## config.mk

```make
export PLATFORM = sky130hd
export DESIGN_NAME = cmdirq_regs
export DESIGN_NICKNAME = d
export VERILOG_FILES = /design/src/shared/cmdirq_pkg.sv /design/src/design/cmdirq_regs.sv
export VERILOG_INCLUDE_DIRS = /design/src /design/src/shared
export SDC_FILE = /design/constraint.sdc
export NUM_CORES = 1
export LEC_CHECK = 0
export BUFFER_PORTS_ARGS = -buffer_cell sky130_fd_sc_hd__buf_2
export CORE_ASPECT_RATIO = 1.75
export CORE_MARGIN = 4
export CORE_UTILIZATION = 51
export DETAILED_ROUTE_END_ITERATION = 7
export PLACE_DENSITY = 0.8
export SLEW_MARGIN = 20
export SYNTH_ARGS = -nofsm -noshare
export SYNTH_HDL_FRONTEND = slang
export SYNTH_SLANG_ARGS = --single-unit
```

## constraint.sdc

```tcl
create_clock -name ref_clk_i -period 2.3 [get_ports ref_clk_i]
set_input_delay 0.23 -clock ref_clk_i [delete_from_list [all_inputs] [get_ports ref_clk_i]]
set_output_delay 0.23 -clock ref_clk_i [all_outputs]
set_load 0.03 [all_outputs]
```

## src/shared/cmdirq_consts.svh

```systemverilog
`ifndef CMDIRQ_CONSTS_SVH
`define CMDIRQ_CONSTS_SVH
// ==========================================================================
// Register offsets
`define CMDIRQ_ADDR_RSVD 6'h00
`define CMDIRQ_ADDR_CMD 6'h01
`define CMDIRQ_ADDR_COMIEN 6'h02
`define CMDIRQ_ADDR_AUXIEN 6'h03
`define CMDIRQ_ADDR_COMIRQ 6'h04
`define CMDIRQ_ADDR_AUXIRQ 6'h05
// ==========================================================================
// Reset values
`define CMDIRQ_RST_RSVD 8'h00
`define CMDIRQ_RST_CMD 8'h20
`define CMDIRQ_RST_COMIEN 8'h80
`define CMDIRQ_RST_AUXIEN 8'h00
`define CMDIRQ_RST_COMIRQ 7'h14
// ==========================================================================
// Field positions
`define CMDIRQ_BIT_RECEIVER_ANALOG_DISABLE 5
`define CMDIRQ_BIT_SLEEP 4
`define CMDIRQ_BIT_INV 7
`define CMDIRQ_BIT_PUSHPULL 7
`define CMDIRQ_BIT_MODIN 4
`define CMDIRQ_BIT_CRC 2
`define CMDIRQ_BIT_SETSEL 7
`define CMDIRQ_BIT_IDLE 4
`define CMDIRQ_AUX_MASK 8'h94
// ==========================================================================
// Timing
`define CMDIRQ_WAKE_NS 1000
`define CMDIRQ_CLK_NS 20
`define CMDIRQ_WAKE_CYC ((`CMDIRQ_WAKE_NS + `CMDIRQ_CLK_NS - 1) / `CMDIRQ_CLK_NS)
`endif

```

## src/shared/cmdirq_pkg.sv

```systemverilog
package cmdirq_pkg;
    typedef enum logic [3:0] {
        CMDIRQ_IDLE = 4'h0,
        CMDIRQ_MEM = 4'h1,
        CMDIRQ_RANDID = 4'h2,
        CMDIRQ_CALCCRC = 4'h3,
        CMDIRQ_TRANSMIT = 4'h4,
        CMDIRQ_NOCHANGE = 4'h7,
        CMDIRQ_RECEIVE = 4'h8,
        CMDIRQ_TRANSCEIVE = 4'hC,
        CMDIRQ_AUTH = 4'hE,
        CMDIRQ_SOFTWARE_RESTART_CMD = 4'hF
    } cmdirq_cmd_t;
    typedef enum {
        CMDIRQ_PWR_ON,
        CMDIRQ_PWR_DOWN,
        CMDIRQ_PWR_WAKE
    } cmdirq_pwr_t;
endpackage

```

## src/design/cmdirq_regs.sv

```systemverilog
`timescale 1ns/1ps
`include "cmdirq_consts.svh"
module cmdirq_regs
    import cmdirq_pkg::*;
#(
    parameter int WAKE_CYCLES = `CMDIRQ_WAKE_CYC
) (
    input wire logic ref_clk_i,
    input wire logic resetn_i,
    input wire logic [5:0] reg_addr_i,
    input wire logic reg_wr_i,
    input wire logic reg_rd_i,
    input wire logic [7:0] reg_wdata_i,
    output logic [7:0] reg_rdata_o,
    input wire logic [6:0] comm_event_i,
    input wire logic checksum_done_i,
    input wire logic cmd_done_i,
    input wire logic modulation_input_pin_i,
    output logic receiver_analog_disable_o,
    output logic sleep_o,
    output logic [3:0] cmd_active_o,
    output logic cmd_start_o,
    output logic irq_out_o,
    output logic irq_oe_n_o
);
    // ==========================================================================
    // Elaboration checks
    // The wake counter is sixteen bits wide, so longer wake-up times cannot be counted.
    if (WAKE_CYCLES < 1 || WAKE_CYCLES > 65535) begin : g_bad_wake
        $error("WAKE_CYCLES out of range");
    end

    // ==========================================================================
    // Reset values split into fields
    localparam logic [7:0] CMD_RST = `CMDIRQ_RST_CMD;
    localparam logic RECEIVER_ANALOG_DISABLE_RST = CMD_RST[`CMDIRQ_BIT_RECEIVER_ANALOG_DISABLE];
    localparam logic [3:0] CODE_RST = CMD_RST[3:0];
    localparam logic [6:0] COMIRQ_RST = `CMDIRQ_RST_COMIRQ;

    // ==========================================================================
    // Helpers
    function automatic logic cmd_known(input logic [3:0] c);
        case (c)
            CMDIRQ_IDLE,
            CMDIRQ_MEM,
            CMDIRQ_RANDID,
            CMDIRQ_CALCCRC,
            CMDIRQ_TRANSMIT,
            CMDIRQ_NOCHANGE,
            CMDIRQ_RECEIVE,
            CMDIRQ_TRANSCEIVE,
            CMDIRQ_AUTH,
            CMDIRQ_SOFTWARE_RESTART_CMD: cmd_known = 1'b1;
            default: cmd_known = 1'b0;
        endcase
    endfunction

    // One request flag: the set-or-clear bit picks the effect of a marked write,
    // and a hardware event in the same cycle always wins over a software clear.
    function automatic logic flag_next(input logic cur, input logic wr, input logic [7:0] wd, input logic mark,
        input logic hw);
        logic sw;
        sw = cur;
        if (wr && mark) begin
            sw = wd[`CMDIRQ_BIT_SETSEL];
        end
        flag_next = sw | hw;
    endfunction

    logic wr_cmd;
    logic wr_comien;
    logic wr_auxien;
    logic wr_comirq;
    logic wr_auxirq;
    assign wr_cmd = reg_wr_i && (reg_addr_i == `CMDIRQ_ADDR_CMD);
    assign wr_comien = reg_wr_i && (reg_addr_i == `CMDIRQ_ADDR_COMIEN);
    assign wr_auxien = reg_wr_i && (reg_addr_i == `CMDIRQ_ADDR_AUXIEN);
    assign wr_comirq = reg_wr_i && (reg_addr_i == `CMDIRQ_ADDR_COMIRQ);
    assign wr_auxirq = reg_wr_i && (reg_addr_i == `CMDIRQ_ADDR_AUXIRQ);

    // ==========================================================================
    // Command register
    logic rcv_off_r;
    logic [3:0] cmd_r;
    logic cmd_start_r;
    logic bad_cmd_r;
    cmdirq_pwr_t pwr_r;
    logic [15:0] wake_cnt_r;

    always_ff @(posedge ref_clk_i) begin
        if (!resetn_i) begin
            rcv_off_r <= RECEIVER_ANALOG_DISABLE_RST;
        end else if (wr_cmd) begin
            rcv_off_r <= reg_wdata_i[`CMDIRQ_BIT_RECEIVER_ANALOG_DISABLE];
        end
    end

    // The no-change code is not a command, so it neither starts a command nor counts as unknown; its sleep bit still acts.
    logic cmd_write;
    logic cmd_accept;
    logic cmd_reject;
    assign cmd_write = wr_cmd && (reg_wdata_i[3:0] != CMDIRQ_NOCHANGE);
    assign cmd_accept = cmd_write && cmd_known(reg_wdata_i[3:0]);
    assign cmd_reject = cmd_write && !cmd_known(reg_wdata_i[3:0]);

    // A host write of any code but no-change wins over a completion in the same cycle.
    always_ff @(posedge ref_clk_i) begin
        if (!resetn_i) begin
            cmd_r <= CODE_RST;
        end else if (cmd_accept) begin
            cmd_r <= reg_wdata_i[3:0];
        end else if (cmd_reject) begin
            cmd_r <= CMDIRQ_IDLE;
        end else if (cmd_done_i) begin
            cmd_r <= CMDIRQ_IDLE;
        end
    end

    always_ff @(posedge ref_clk_i) begin
        if (!resetn_i) begin
            cmd_start_r <= 1'b0;
        end else begin
            cmd_start_r <= cmd_accept;
        end
    end

    // The idle flag is raised one cycle late, which keeps the flag logic off the write path.
    always_ff @(posedge ref_clk_i) begin
        if (!resetn_i) begin
            bad_cmd_r <= 1'b0;
        end else begin
            bad_cmd_r <= cmd_reject;
        end
    end

    logic sleep_set;
    logic wake_start;
    cmdirq_pwr_t pwr_nxt;
    assign sleep_set = wr_cmd && reg_wdata_i[`CMDIRQ_BIT_SLEEP] && (cmd_r != CMDIRQ_SOFTWARE_RESTART_CMD);
    assign wake_start = wr_cmd && !reg_wdata_i[`CMDIRQ_BIT_SLEEP];

    // Wake-up holds the bit at one so software polling sees ready only after the count.
    always_comb begin
        pwr_nxt = pwr_r;
        case (pwr_r)
            CMDIRQ_PWR_ON: begin
                if (sleep_set) begin
                    pwr_nxt = CMDIRQ_PWR_DOWN;
                end
            end
            CMDIRQ_PWR_DOWN: begin
                if (wake_start) begin
                    pwr_nxt = CMDIRQ_PWR_WAKE;
                end
            end
            CMDIRQ_PWR_WAKE: begin
                if (wake_cnt_r == 16'h0000) begin
                    pwr_nxt = CMDIRQ_PWR_ON;
                end
            end
            default: pwr_nxt = CMDIRQ_PWR_ON;
        endcase
    end

    always_ff @(posedge ref_clk_i) begin
        if (!resetn_i) begin
            pwr_r <= CMDIRQ_PWR_ON;
        end else begin
            pwr_r <= pwr_nxt;
        end
    end

    // The counter loads only on the way into wake-up, so a second clear while waking does not restart it.
    always_ff @(posedge ref_clk_i) begin
        if (!resetn_i) begin
            wake_cnt_r <= 16'h0000;
        end else if (pwr_r == CMDIRQ_PWR_DOWN && wake_start) begin
            wake_cnt_r <= 16'(WAKE_CYCLES - 1);
        end else if (pwr_r == CMDIRQ_PWR_WAKE && wake_cnt_r != 16'h0000) begin
            wake_cnt_r <= wake_cnt_r - 16'h0001;
        end
    end

    // ==========================================================================
    // Enable registers
    logic [7:0] comien_r;
    logic [7:0] auxien_r;

    always_ff @(posedge ref_clk_i) begin
        if (!resetn_i) begin
            comien_r <= `CMDIRQ_RST_COMIEN;
        end else if (wr_comien) begin
            comien_r <= reg_wdata_i;
        end
    end

    always_ff @(posedge ref_clk_i) begin
        if (!resetn_i) begin
            auxien_r <= `CMDIRQ_RST_AUXIEN;
        end else if (wr_auxien) begin
            auxien_r <= reg_wdata_i & `CMDIRQ_AUX_MASK;
        end
    end

    // ==========================================================================
    // Request flags
    logic mod_s1_r;
    logic mod_s2_r;
    logic mod_s3_r;
    logic mod_edge;
    logic [6:0] comirq_r;
    logic [1:0] auxirq_r;
    logic [6:0] com_set;
    logic [1:0] aux_evt;

    always_ff @(posedge ref_clk_i) begin
        if (!resetn_i) begin
            mod_s1_r <= 1'b0;
            mod_s2_r <= 1'b0;
            mod_s3_r <= 1'b0;
        end else begin
            mod_s1_r <= modulation_input_pin_i;
            mod_s2_r <= mod_s1_r;
            mod_s3_r <= mod_s2_r;
        end
    end

    always_comb begin
        com_set = comm_event_i;
        com_set[`CMDIRQ_BIT_IDLE] = comm_event_i[`CMDIRQ_BIT_IDLE] | bad_cmd_r;
    end

    // Only synchronised copies are compared, so a pin edge never reaches the flag metastable.
    assign mod_edge = mod_s2_r ^ mod_s3_r;

    // Each flag bit is its own register; hardware set wins over a software clear in the same cycle.
    for (genvar b = 0; b < 7; b++) begin : g_comm_flag
        always_ff @(posedge ref_clk_i) begin
            if (!resetn_i) begin
                comirq_r[b] <= COMIRQ_RST[b];
            end else begin
                comirq_r[b] <= flag_next(comirq_r[b], wr_comirq, reg_wdata_i, reg_wdata_i[b], com_set[b]);
            end
        end
    end

    // Bit 1 holds modulation-input activity, bit 0 holds checksum done.
    assign aux_evt = {mod_edge, checksum_done_i};

    for (genvar b = 0; b < 2; b++) begin : g_aux_flag
        localparam int MARK_POS = (b == 1) ? `CMDIRQ_BIT_MODIN : `CMDIRQ_BIT_CRC;
        always_ff @(posedge ref_clk_i) begin
            if (!resetn_i) begin
                auxirq_r[b] <= 1'b0;
            end else begin
                auxirq_r[b] <= flag_next(auxirq_r[b], wr_auxirq, reg_wdata_i, reg_wdata_i[MARK_POS], aux_evt[b]);
            end
        end
    end

    // ==========================================================================
    // IRQ pin
    logic com_hit;
    logic aux_hit;
    logic irq_comb;
    logic irq_level;
    assign com_hit = |(comirq_r & comien_r[6:0]);
    assign aux_hit = (auxirq_r[1] & auxien_r[`CMDIRQ_BIT_MODIN])
        | (auxirq_r[0] & auxien_r[`CMDIRQ_BIT_CRC]);
    assign irq_comb = com_hit | aux_hit;
    assign irq_level = comien_r[`CMDIRQ_BIT_INV] ? ~irq_comb : irq_comb;

    // Open-drain drives only the low level; push-pull drives always.
    // Level and enable are registered from the same inputs, so they never disagree for a cycle.
    always_ff @(posedge ref_clk_i) begin
        if (!resetn_i) begin
            irq_out_o <= 1'b0;
        end else begin
            irq_out_o <= irq_level;
        end
    end

    always_ff @(posedge ref_clk_i) begin
        if (!resetn_i) begin
            irq_oe_n_o <= 1'b1;
        end else begin
            irq_oe_n_o <= auxien_r[`CMDIRQ_BIT_PUSHPULL] ? 1'b0 : irq_level;
        end
    end

    // ==========================================================================
    // Read-back
    // Unmapped and reserved locations read zero, so software never sees stale bus data.
    logic [7:0] rd_mux;

    always_comb begin
        rd_mux = 8'h00;
        case (reg_addr_i)
            `CMDIRQ_ADDR_CMD: rd_mux = {2'b00, rcv_off_r, pwr_r != CMDIRQ_PWR_ON, cmd_r};
            `CMDIRQ_ADDR_COMIEN: rd_mux = comien_r;
            `CMDIRQ_ADDR_AUXIEN: rd_mux = auxien_r;
            `CMDIRQ_ADDR_COMIRQ: rd_mux = {1'b0, comirq_r};
            `CMDIRQ_ADDR_AUXIRQ: rd_mux = {3'b000, auxirq_r[1], 1'b0, auxirq_r[0], 2'b00};
            default: rd_mux = 8'h00;
        endcase
    end

    // The read data holds until the next read strobe.
    always_ff @(posedge ref_clk_i) begin
        if (!resetn_i) begin
            reg_rdata_o <= 8'h00;
        end else if (reg_rd_i) begin
            reg_rdata_o <= rd_mux;
        end
    end

    assign receiver_analog_disable_o = rcv_off_r;
    assign sleep_o = (pwr_r == CMDIRQ_PWR_DOWN);
    assign cmd_active_o = cmd_r;
    assign cmd_start_o = cmd_start_r;
endmodule

```

# == Word-level counts from Yosys, hierarchy flattened ==
# Memory sizes are Yosys's and may differ from the RTL's.
# Index checks and enable logic that the tools add are counted.
# classes
addsub,1
eq_ne,14
muxes,30
n_bitwise,18
n_reduce_logical,33
# op_table
cell,count
two-way mux 32 bit,3
one-hot mux 32 bit (3 select lines),1
equality test 32 x 2 -> 1 bit (second input constant),2
one-hot mux 8 bit (5 select lines),1
equality test 32 x 1 -> 1 bit (second input constant),1
equality test 32 x 3 -> 1 bit (second input constant),1
logical NOT 32 bit,1
nonzero test 32 bit,1
logical AND 1 bit,22
two-way mux 1 bit,20
logical NOT 16 bit,1
nonzero test 16 bit,1
subtractor 16 x 1 -> 16 bit (second input constant),1
equality test 6 x 2 -> 1 bit (second input constant),2
equality test 6 x 3 -> 1 bit (second input constant),2
two-way mux 4 bit,3
two-way mux 6 bit,2
OR 1 bit,12
AND 7 bit,1
OR reduction 7 bit,1
equality test 6 x 1 -> 1 bit (second input constant),1
inequality test 2 bit (second input constant),3
inequality test 4 x 3 -> 1 bit (second input constant),1
inequality test 4 bit (second input constant),1
8 further kinds,11
# totals
register_bits,88
romBits,32
inputBits,28
output_inout_bits,17
word_cells,122
n_memories,2
# mem_list
memory,depth,word_bits,read_ports,rd_ports_with_merged_regs,write_ports,line,text
(no name shown),16,1,1,0,0,cmdirq_regs.sv:43,case (c)
(no name shown),16,1,1,0,0,cmdirq_regs.sv:43,

# == Logic depth before layout (Yosys ltp) ==
# Gate-level depths: netlist of run 1.
# depth
depth_word,6
depth_mapped,7

# == Worst setup path after synthesis of run 1 ==
# OpenSTA, ideal clock, no wires.
# synth_timing
path_type,register -> register
start,register pwr_r[0]
end,register wake_cnt_r[9]
setup_ns,0.070
arrival_time_ns,1.754
required_ns,2.230
setup_slack_ns,0.476
stages_incl_launch_ff,5
period_less_slack_ns,1.824
path_cell_list,dfxtp_1 -> or4b_4 -> or3_4 -> or4_1 -> a21oi_1
# synth_between
elab_chain_cells,3
elab_cells_between_ends,5
classes_between,eq/ne (2); reduce/logical (3)
# synth_lines
item,line,text
start: declaration,cmdirq_regs.sv:87,cmdirq_pwr_t pwr_r;
start signal: assignment,cmdirq_regs.sv:169,pwr_r <= pwr_nxt;
equality test 32 x 2 -> 1 bit,cmdirq_regs.sv:177,end else if (pwr_r == CMDIRQ_PWR_DOWN && wake_start) begin
logical AND 1 bit,cmdirq_regs.sv:177,
OR reduction 2 bit (no line),--,
end signal: assignment,cmdirq_regs.sv:178,wake_cnt_r <= 16'(WAKE_CYCLES - 1);
end signal: assignment,cmdirq_regs.sv:180,wake_cnt_r <= wake_cnt_r - 16'h0001;
end: declaration,cmdirq_regs.sv:88,logic [15:0] wake_cnt_r;
# Parallel ways exist; a longest one is shown, timed or not.
# A chain may end at the register's enable or synchronous reset.

# == Final worst setup path of run 1 ==
# Same ends and word-level chain as after synthesis.

==> implementation parameters, run 1 <==
Parameter                              Value

Run status
  Outcome ... complete, no violations

Power and ir drop
  Ratio of total power to cell area ... 601.1 mW/mm²
  Tot Pwr ... 1988 µW
  Max rail drop VDD ... about 0.00040 V
  Leakage component of the power ... 0.001385 µW

Critical path
  Kind of launch point of the worst setup path ... flip-flop
  Top delay family on crit path ... simple AND/OR/NAND/NOR gates
  Critical setup path kind ... reg -> reg
  Highest-delay cell along the critical path ... or4b_4
  Stage delay of the slowest cell on the critical path ... between 500 and 600 ps
  Worst-path fanout max ... 7
  Arrival time at the worst endpoint ... ~2200 ps
  Cell chain of the critical path ... or4b_4 -> or3_4 -> or4_1 -> a21oi_1
  Data required time at the worst endpoint ... between 2000 and 3000 ps
  Setup crit end kind ... flip-flop
  Bufs and invs on worst path ... 0

Floorplan
  Die outline height ... 106.4 µm
  Die span in x ... 64.21 µm
  Core area ... 0.005299 mm²
  Site Rows ... 35
  Initial standard-cell utilization of the core ... 0.5322
  Die area ... between 0.006 and 0.007 mm²
  Number of I/O pins ... between 40 and 50

Synth
  Number of enable flip-flop cells after synthesis ... 0
  Yosys synthesis warning count ... 0
  Distinct cells, synth ... 53
  FFs w/ async S/R, synth ... 0
  Primary flip-flop cell chosen by synthesis mapping ... dfxtp_1
  Sequential area share after synthesis ... 0.4117
  Cell count after synthesis ... 313
  Dominant cell type by area after synthesis ... dfxtp_1
  Fraction of synthesized cell area taken by the top area cell type ... 0.4117
  Total nets after synthesis ... 343
  Average cell area after synthesis ... 9.010 µm²
  Post-synthesis sequential element count ... 58
  Top area cells in the synthesized netlist ... dfxtp_1, mux2i_1, a21oi_1
  Netlist Area Pre-Place ... about 0.0028 mm²

Global route
  Initial antenna violation count ... 0
  GRT Util Overall ... 0.2172
  Wire length of the first global-routing pass ... around 12 mm
  Total grt overflow ... 0
  Number of global-route vias before repair ... 2447
  Largest net degree at the start of global routing ... 28

Timing
  Post-route setup TNS ... 0 ps
  Share of the cycle needed by the critical path after routing ... 0.8398
  Setup violations, final ... 0
  Achievable Freq ... between 500 and 600 MHz
  Slew at the pin closest to its max-slew limit ... roughly 620 ps
  Worst rel slew slack ... 0.5819
  Tightest hold margin ... ~86 ps
  RSZ-0062 raised after global routing ... false
  Maximum clock skew at final layout ... between 4 and 5 ps
  Final hold violation count ... 0
  Final critical-path required period ... between 1500 and 2000 ps
  Max-slew violations ... 0

Final layout
  Growth of design area from synthesis to finish ... 17.26%
  Layout cells sized above 1 ... 0.2164
  Filler cell count in the final layout ... approximately 470
  Inserted Diodes ... 0
  Layout Cell Area excl Fill ... 0.003307 mm²
  Final layout net count ... 391

Routing
  Number of routed nets with antenna violations ... 0
  Post-detailed-route via-to-cell ratio ... a little under 6
  Routed wire per std cell ... 15.90 µm
  Detailed-router iteration count before antenna repair ... 5
  Number of remaining DRC errors ... 0
  Routed vias ... between 2k and 3k
  Detailed router's first-iteration violation count ... 100
  Final routed wirelength across all metal layers ... about 7 mm

Clocking
  Total clock buffers created by CTS ... 9
  Post CTS Setup Buffer Count ... 0
  TritonCTS Sinks ... between 50 and 60
  # H-tree levels ... 3
  TritonCTS clock tree ... done
  Clock insertion delay at the later pin of the skew report ... around 330 ps
  Clock tree buffer depth ... 2
  Clock root buffer ... clkbuf_8
  Clock transition at the register clock pins on the worst setup and hold paths after CTS ... around 60 ps
  # resized after CTS ... 0
  Hold bufs inserted after CTS ... 0

Place
  Number of input and output port buffers inserted ... 44
  Total half-perimeter wirelength after legalization and detailed placement ... about 5.2 mm
  Placement-stage cell area ... between 0.003 and 0.004 mm²
  Final weighted congestion in routability-driven placement ... between 0.8 and 0.9

Run
  Max Cap Violations ... 0

Hold path
  Type of the tightest min-delay check ... in -> reg
[through the flow]
| step | instances | util | worst slack [ps] |
|---|---|---|---|
| finish | 439 | 0.6241 | 368.4 |
| global route | 439 | 0.6241 | 289.8 |
| CTS | 439 | 0.6241 | 362.1 |
| detailed placement | 424 | 0.5920 | 374.4 |
| global placement | 424 | 0.5920 | 429.6 |
| floorplan | 313 | - | 476.1 |
[power breakdown]
part / internal [µW] / leakage [µW] / total, µW / switching [µW]
Combinational: 56.4 / 0.000823 / 142 / 85.6
Clock: 438 / 0.0000920 / 817 / 379
Sequential: 1020 / 0.000470 / 1030 / 10.2
[flip-flops by register name, summed over array words and instances, names as in the netlist, 2 cells and up]
register,flops
cmd_active_o,4
reg_rdata_o,8
wake_cnt_r,16
auxirq_r,2
pwr_r,2
comien_r,8
comirq_r,7
auxien_r,3
[synthesized netlist by cell type (all sizes together), types with 2 or more instances]
| master | n |
|---|---|
| or4 | 6 |
| buf | 5 |
| a22o | 5 |
| or3 | 7 |
| mux2 | 4 |
| nand3b | 11 |
| nand2 | 14 |
| a21oi | 27 |
| ha | 2 |
| or4b | 2 |
| o21ai | 8 |
| inv | 12 |
| nor3b | 5 |
| a211oi | 6 |
| clkbuf | 11 |
| a31oi | 2 |
| mux2i | 27 |
| and3 | 2 |
| a22oi | 5 |
| o21a | 3 |
| and2 | 8 |
| nand3 | 14 |
| nor4 | 6 |
| nand4 | 5 |
| nor2b | 3 |
| nand2b | 8 |
| dfxtp | 58 |
| o31ai | 5 |
| nor3 | 7 |
| nor2 | 18 |
| and2b | 2 |
[cells in the final DEF, fill, tap and decap left out, types with 5 or more instances in the layout]
cell	synthesis	layout
dfxtp_1	58	58
buf_2	3	44
mux2i_1	27	27
a21oi_1	27	27
nor2_1	18	18
nand3_1	14	14
nand2_1	14	14
inv_1	12	12
nand3b_1	11	11
clkbuf_8	0	11
buf_4	0	9
nand2b_1	8	8
nor3_1	7	7
o21ai_0	7	7
nor4_1	6	6
a211oi_1	6	6
or4_1	6	6
or3_1	5	5
nand4_1	5	5
a22o_1	5	5
a22oi_1	5	5
o31ai_1	5	5
and2_1	5	5
[final cells by class]
cell class / instances / area [µm²] / area share
clock buffers: 12 / 155.1 / 0.04692
flip-flops and latches: 58 / 1161 / 0.3511
inverters: 12 / 45.04 / 0.01362
repair buffers: 53 / 287.8 / 0.08702
well taps: 74 / 92.59 / 0.02800
clock inverters: 3 / 15.01 / 0.004540
multi-input cells: 227 / 1550 / 0.4688
[path summary, 6_finish.rpt]
check / startpoint / endpoint / slack (ps) / cells past startpoint
worst max-delay path: pwr_r[0]$_SDFFE_PN0P_ / wake_cnt_r[9]$_SDFFE_PP0P_ / 370 / 4
worst min register to register: mod_s1_r$_SDFF_PN0_ / mod_s2_r$_SDFF_PN0_ / 440 / 1
worst max register to register: pwr_r[0]$_SDFFE_PN0P_ / wake_cnt_r[9]$_SDFFE_PP0P_ / 370 / 4
worst min-delay path: comm_event_i[2] / comirq_r[2]$_SDFF_PN1_ / 90 / 2
[metal layers]
layer	vias to the layer above	share of wire	wire, µm	GRT usage
li1	1258	-	-	-
met1	1210	0.37	2551	0.2182
met2	79	0.55	3861	0.3997
met3	21	0.044	307	0.05603
met4	0	0.037	259	0.1120
met5	-	0	0	0
[cells by family after synthesis]
family | synth area share
AOI/OAI and AO/OA | 0.1668
xor gates and xnor gates | 0.003106
adders and majority gates | 0.008872
buffers and inverters | 0.03860
DFF | 0.4117
muxes | 0.1118
and+or+nand+nor | 0.2591
(Power assumes the default switching activity.)
==> run 2, diff against run 1 <==
- PLACE_DENSITY: 0.8 -> 0.83
- clock period: 2.3 -> 1.7 ns (I/O delays scaled with it)
==> implementation parameters, run 2 (same netlist as run 1, synthesis figures left out) <==
Parameter                              Value

Floorplan
  Die area ... 0.006830 mm² (unchanged)
  Number of I/O pins ... 45 (unchanged)
  Die span in x ... 64.21 µm (unchanged)
  Site Rows ... 35 (unchanged)
  Die outline height ... 106.4 µm (unchanged)
  Initial standard-cell utilization of the core ... 0.5322 (unchanged)
  Core area ... 0.005299 mm² (unchanged)

Clocking
  # H-tree levels ... 3 (unchanged)
  Clock root buffer ... clkbuf_8 (unchanged)
  Clock insertion delay at the later pin of the skew report ... 340 ps (was 330 ps)
  Total clock buffers created by CTS ... 9 (unchanged)
  Hold bufs inserted after CTS ... 0 (unchanged)
  Clock transition at the register clock pins on the worst setup and hold paths after CTS ... 70 ps (was 60 ps)
  TritonCTS Sinks ... 58 (unchanged)
  TritonCTS clock tree ... done (unchanged)
  Clock tree buffer depth ... 2 (unchanged)

Global route
  Wire length of the first global-routing pass ... 12.25 mm (was 11.52 mm)
  Initial antenna violation count ... 0 (unchanged)
  Total grt overflow ... 0 (unchanged)
  Largest net degree at the start of global routing ... 16 (was 28)
  Number of global-route vias before repair ... 2676 (was 2447)
  GRT Util Overall ... 0.2297 (was 0.2172)

Timing
  Tightest hold margin ... 20.51 ps (was 86.19 ps)
  Post-route setup TNS ... -411.8 ps (was 0 ps)
  Post-route worst setup slack ... -143.0 ps (was 368.4 ps)
  RSZ-0062 raised after global routing ... true (was false)
  Max-slew violations ... 0 (unchanged)
  Setup violations, final ... 7 (was 0)
  Final critical-path required period ... 1843 ps (was 1932 ps)
  Final hold violation count ... 0 (unchanged)
  Slew at the pin closest to its max-slew limit ... 474.6 ps (was 624.2 ps)
  Maximum clock skew at final layout ... 7.034 ps (was 4.252 ps)
  Share of the cycle needed by the critical path after routing ... 1.084 (was 0.8398)
  Worst rel slew slack ... 0.6814 (was 0.5819)
  Achievable Freq ... 542.6 MHz (was 517.7 MHz)

Routing
  Detailed router's first-iteration violation count ... 122 (was 100)
  Post-detailed-route via-to-cell ratio ... 5.797 (was 5.850)
  Routed vias ... 2748 (was 2568)
  Number of remaining DRC errors ... 0 (unchanged)
  Final routed wirelength across all metal layers ... 7.744 mm (was 6.979 mm)
  Number of routed nets with antenna violations ... 0 (unchanged)
  Routed wire per std cell ... 16.34 µm (was 15.90 µm)
  Detailed-router iteration count before antenna repair ... 5 (unchanged)

Run status
  Failing checks ... setup timing
  Outcome ... finished with violations (was complete, no violations)

Place
  Number of input and output port buffers inserted ... 44 (unchanged)
  Placement-stage cell area ... 0.003382 mm² (was 0.003137 mm²)
  Total half-perimeter wirelength after legalization and detailed placement ... 5.736 mm (was 5.239 mm)
  Worst slack after detailed placement ... -127.5 ps (was 374.4 ps)
  Final weighted congestion in routability-driven placement ... 0.9553 (was 0.8942)

Hold path
  Type of the tightest min-delay check ... in -> reg (unchanged)
  Hold path cells ... 2 (unchanged)
  Endpoint, Worst Hold ... comirq_r[2]$_SDFF_PN1_ (unchanged)
  Hold path startpoint ... comm_event_i[2] (unchanged)

Critical path
  Setup crit end kind ... flip-flop (unchanged)
  Setup slack of the most critical reg-to-reg path ... -140 ps (was 370 ps)
  Endpoint of the worst-slack reg-to-reg timing path ... wake_cnt_r[9]$_SDFFE_PP0P_ (unchanged)
  Data required time at the worst endpoint ... 1970 ps (was 2570 ps)
  Number of cells traversed by the worst register-to-register path ... 4 (unchanged)
  Critical setup path kind ... reg -> reg (unchanged)
  Kind of launch point of the worst setup path ... flip-flop (unchanged)
  Worst-path fanout max ... 4 (was 7)
  Arrival time at the worst endpoint ... 2120 ps (was 2200 ps)
  RR Startpoint ... wake_cnt_r[1]$_SDFFE_PP0P_ (was pwr_r[0]$_SDFFE_PN0P_)

Final layout
  Filler cell count in the final layout ... 396 (was 466)
  Leading cell type in the layout, fill and taps excluded ... dfxtp_1 (unchanged)
  Area of the multi-input gates ... 0.001654 mm² (was 0.001550 mm²)
  Sequential cell area in the final layout ... 0.001167 mm² (was 0.001161 mm²)
  Layout cells sized above 1 ... 0.3450 (was 0.2164)
  Number of flip-flops in the largest register ... 16 (unchanged)
  Layout Cell Area excl Fill ... 0.003697 mm² (was 0.003307 mm²)
  Growth of design area from synthesis to finish ... 31.10% (was 17.26%)
  Final layout net count ... 425 (was 391)
  Register name with the most flops ... wake_cnt_r (unchanged)
  Most frequent cells in the layout ... dfxtp_1, buf_2, buf_4 (was dfxtp_1, buf_2, mux2i_1, a21oi_1, nor2_1)
  Inserted Diodes ... 0 (unchanged)
  Largest regs ... wake_cnt_r x16, comien_r x8, reg_rdata_o x8 (unchanged)

Run
  Max Cap Violations ... 0 (unchanged)

Power and ir drop
  Max rail drop VDD ... 0.0006778 V (was 0.0003955 V)
  Ratio of total power to cell area ... 755.7 mW/mm² (was 601.1 mW/mm²)
  Leakage component of the power ... 0.001596 µW (was 0.001385 µW)
[run 2: cell types whose count changed in the layout (fill, tap and decap cells not counted), sizes merged]
cell	previous run	this run
clkinvlp	0	2
and4	1	2
clkinv	3	2
buf	53	86
[run 2: per-layer routing]
metal | part of all wire | vias to the layer above | GRT usage
met2 | 0.57 | 84 | 0.4226
met3 | 0.037 | 27 | 0.04123
met4 | 0.047 | 0 | 0.1664
li1 | - | 1331 | -
met1 | 0.35 | 1306 | 0.2210
met5 | 0 | - | 0
[run 2: worst max-delay path by stage]
stage	from	to	slack [ps]	cells after the start
2_1_floorplan	wake_cnt_r[1]$_SDFFE_PP0P_	wake_cnt_r[9]$_SDFFE_PP0P_	-100	4
3_3_place_gp	wake_cnt_r[1]$_SDFFE_PP0P_	wake_cnt_r[9]$_SDFFE_PP0P_	-100	4
3_5_place_dp	wake_cnt_r[4]$_SDFFE_PN0P_	wake_cnt_r[14]$_SDFFE_PP0P_	-130	5
4_1_cts	wake_cnt_r[1]$_SDFFE_PP0P_	wake_cnt_r[9]$_SDFFE_PP0P_	-130	4
5_1_grt	wake_cnt_r[1]$_SDFFE_PP0P_	wake_cnt_r[9]$_SDFFE_PP0P_	-170	4
6_report	wake_cnt_r[1]$_SDFFE_PP0P_	wake_cnt_r[9]$_SDFFE_PP0P_	-140	4
[run 2: final cells by class]
class / instances / area share
sequential: 58 / 0.3157
clock inverter: 4 / 0.006768
tap: 74 / 0.02504
timing repair buffer: 86 / 0.1482
multi-input combinational: 228 / 0.4474
clock buffer: 12 / 0.04467
inverter: 12 / 0.01218
[run 2: metrics by stage]
stage	instances	power, µW	util
2_1_floorplan	313	1533	-
3_3_place_gp	454	1622	0.6383
3_5_place_dp	454	1630	0.6383
4_1_cts	470	2804	0.6777
5_1_grt	474	2888	0.6978
6_report	474	2794	0.6978
[run 2: what timing repair did]
action                                 in CTS  in global routing
pin swaps                                   3                  6
resized for setup                           6                 19
endpoints found under the hold margin       0                  0
cloned                                      0                  1
setup buffers                               0                  3
setup endpoints to repair                  13                 13
[run 2: critical path: stages, from the launching register on]
cell	delay (ps)
dfxtp_2	330
or4b_4	530
or3_4	370
or4_1	410
a21oi_1	140
[run 2: report_power, final]
part | leakage [µW] | internal [µW] | total [µW] | switching [µW]
Combinational | 0.00103 | 90.6 | 211 | 120
Clock | 0.0000944 | 642 | 1190 | 549
Sequential | 0.000473 | 1380 | 1390 | 14.5
Total | 0.00160 | 2110 | 2790 | 683
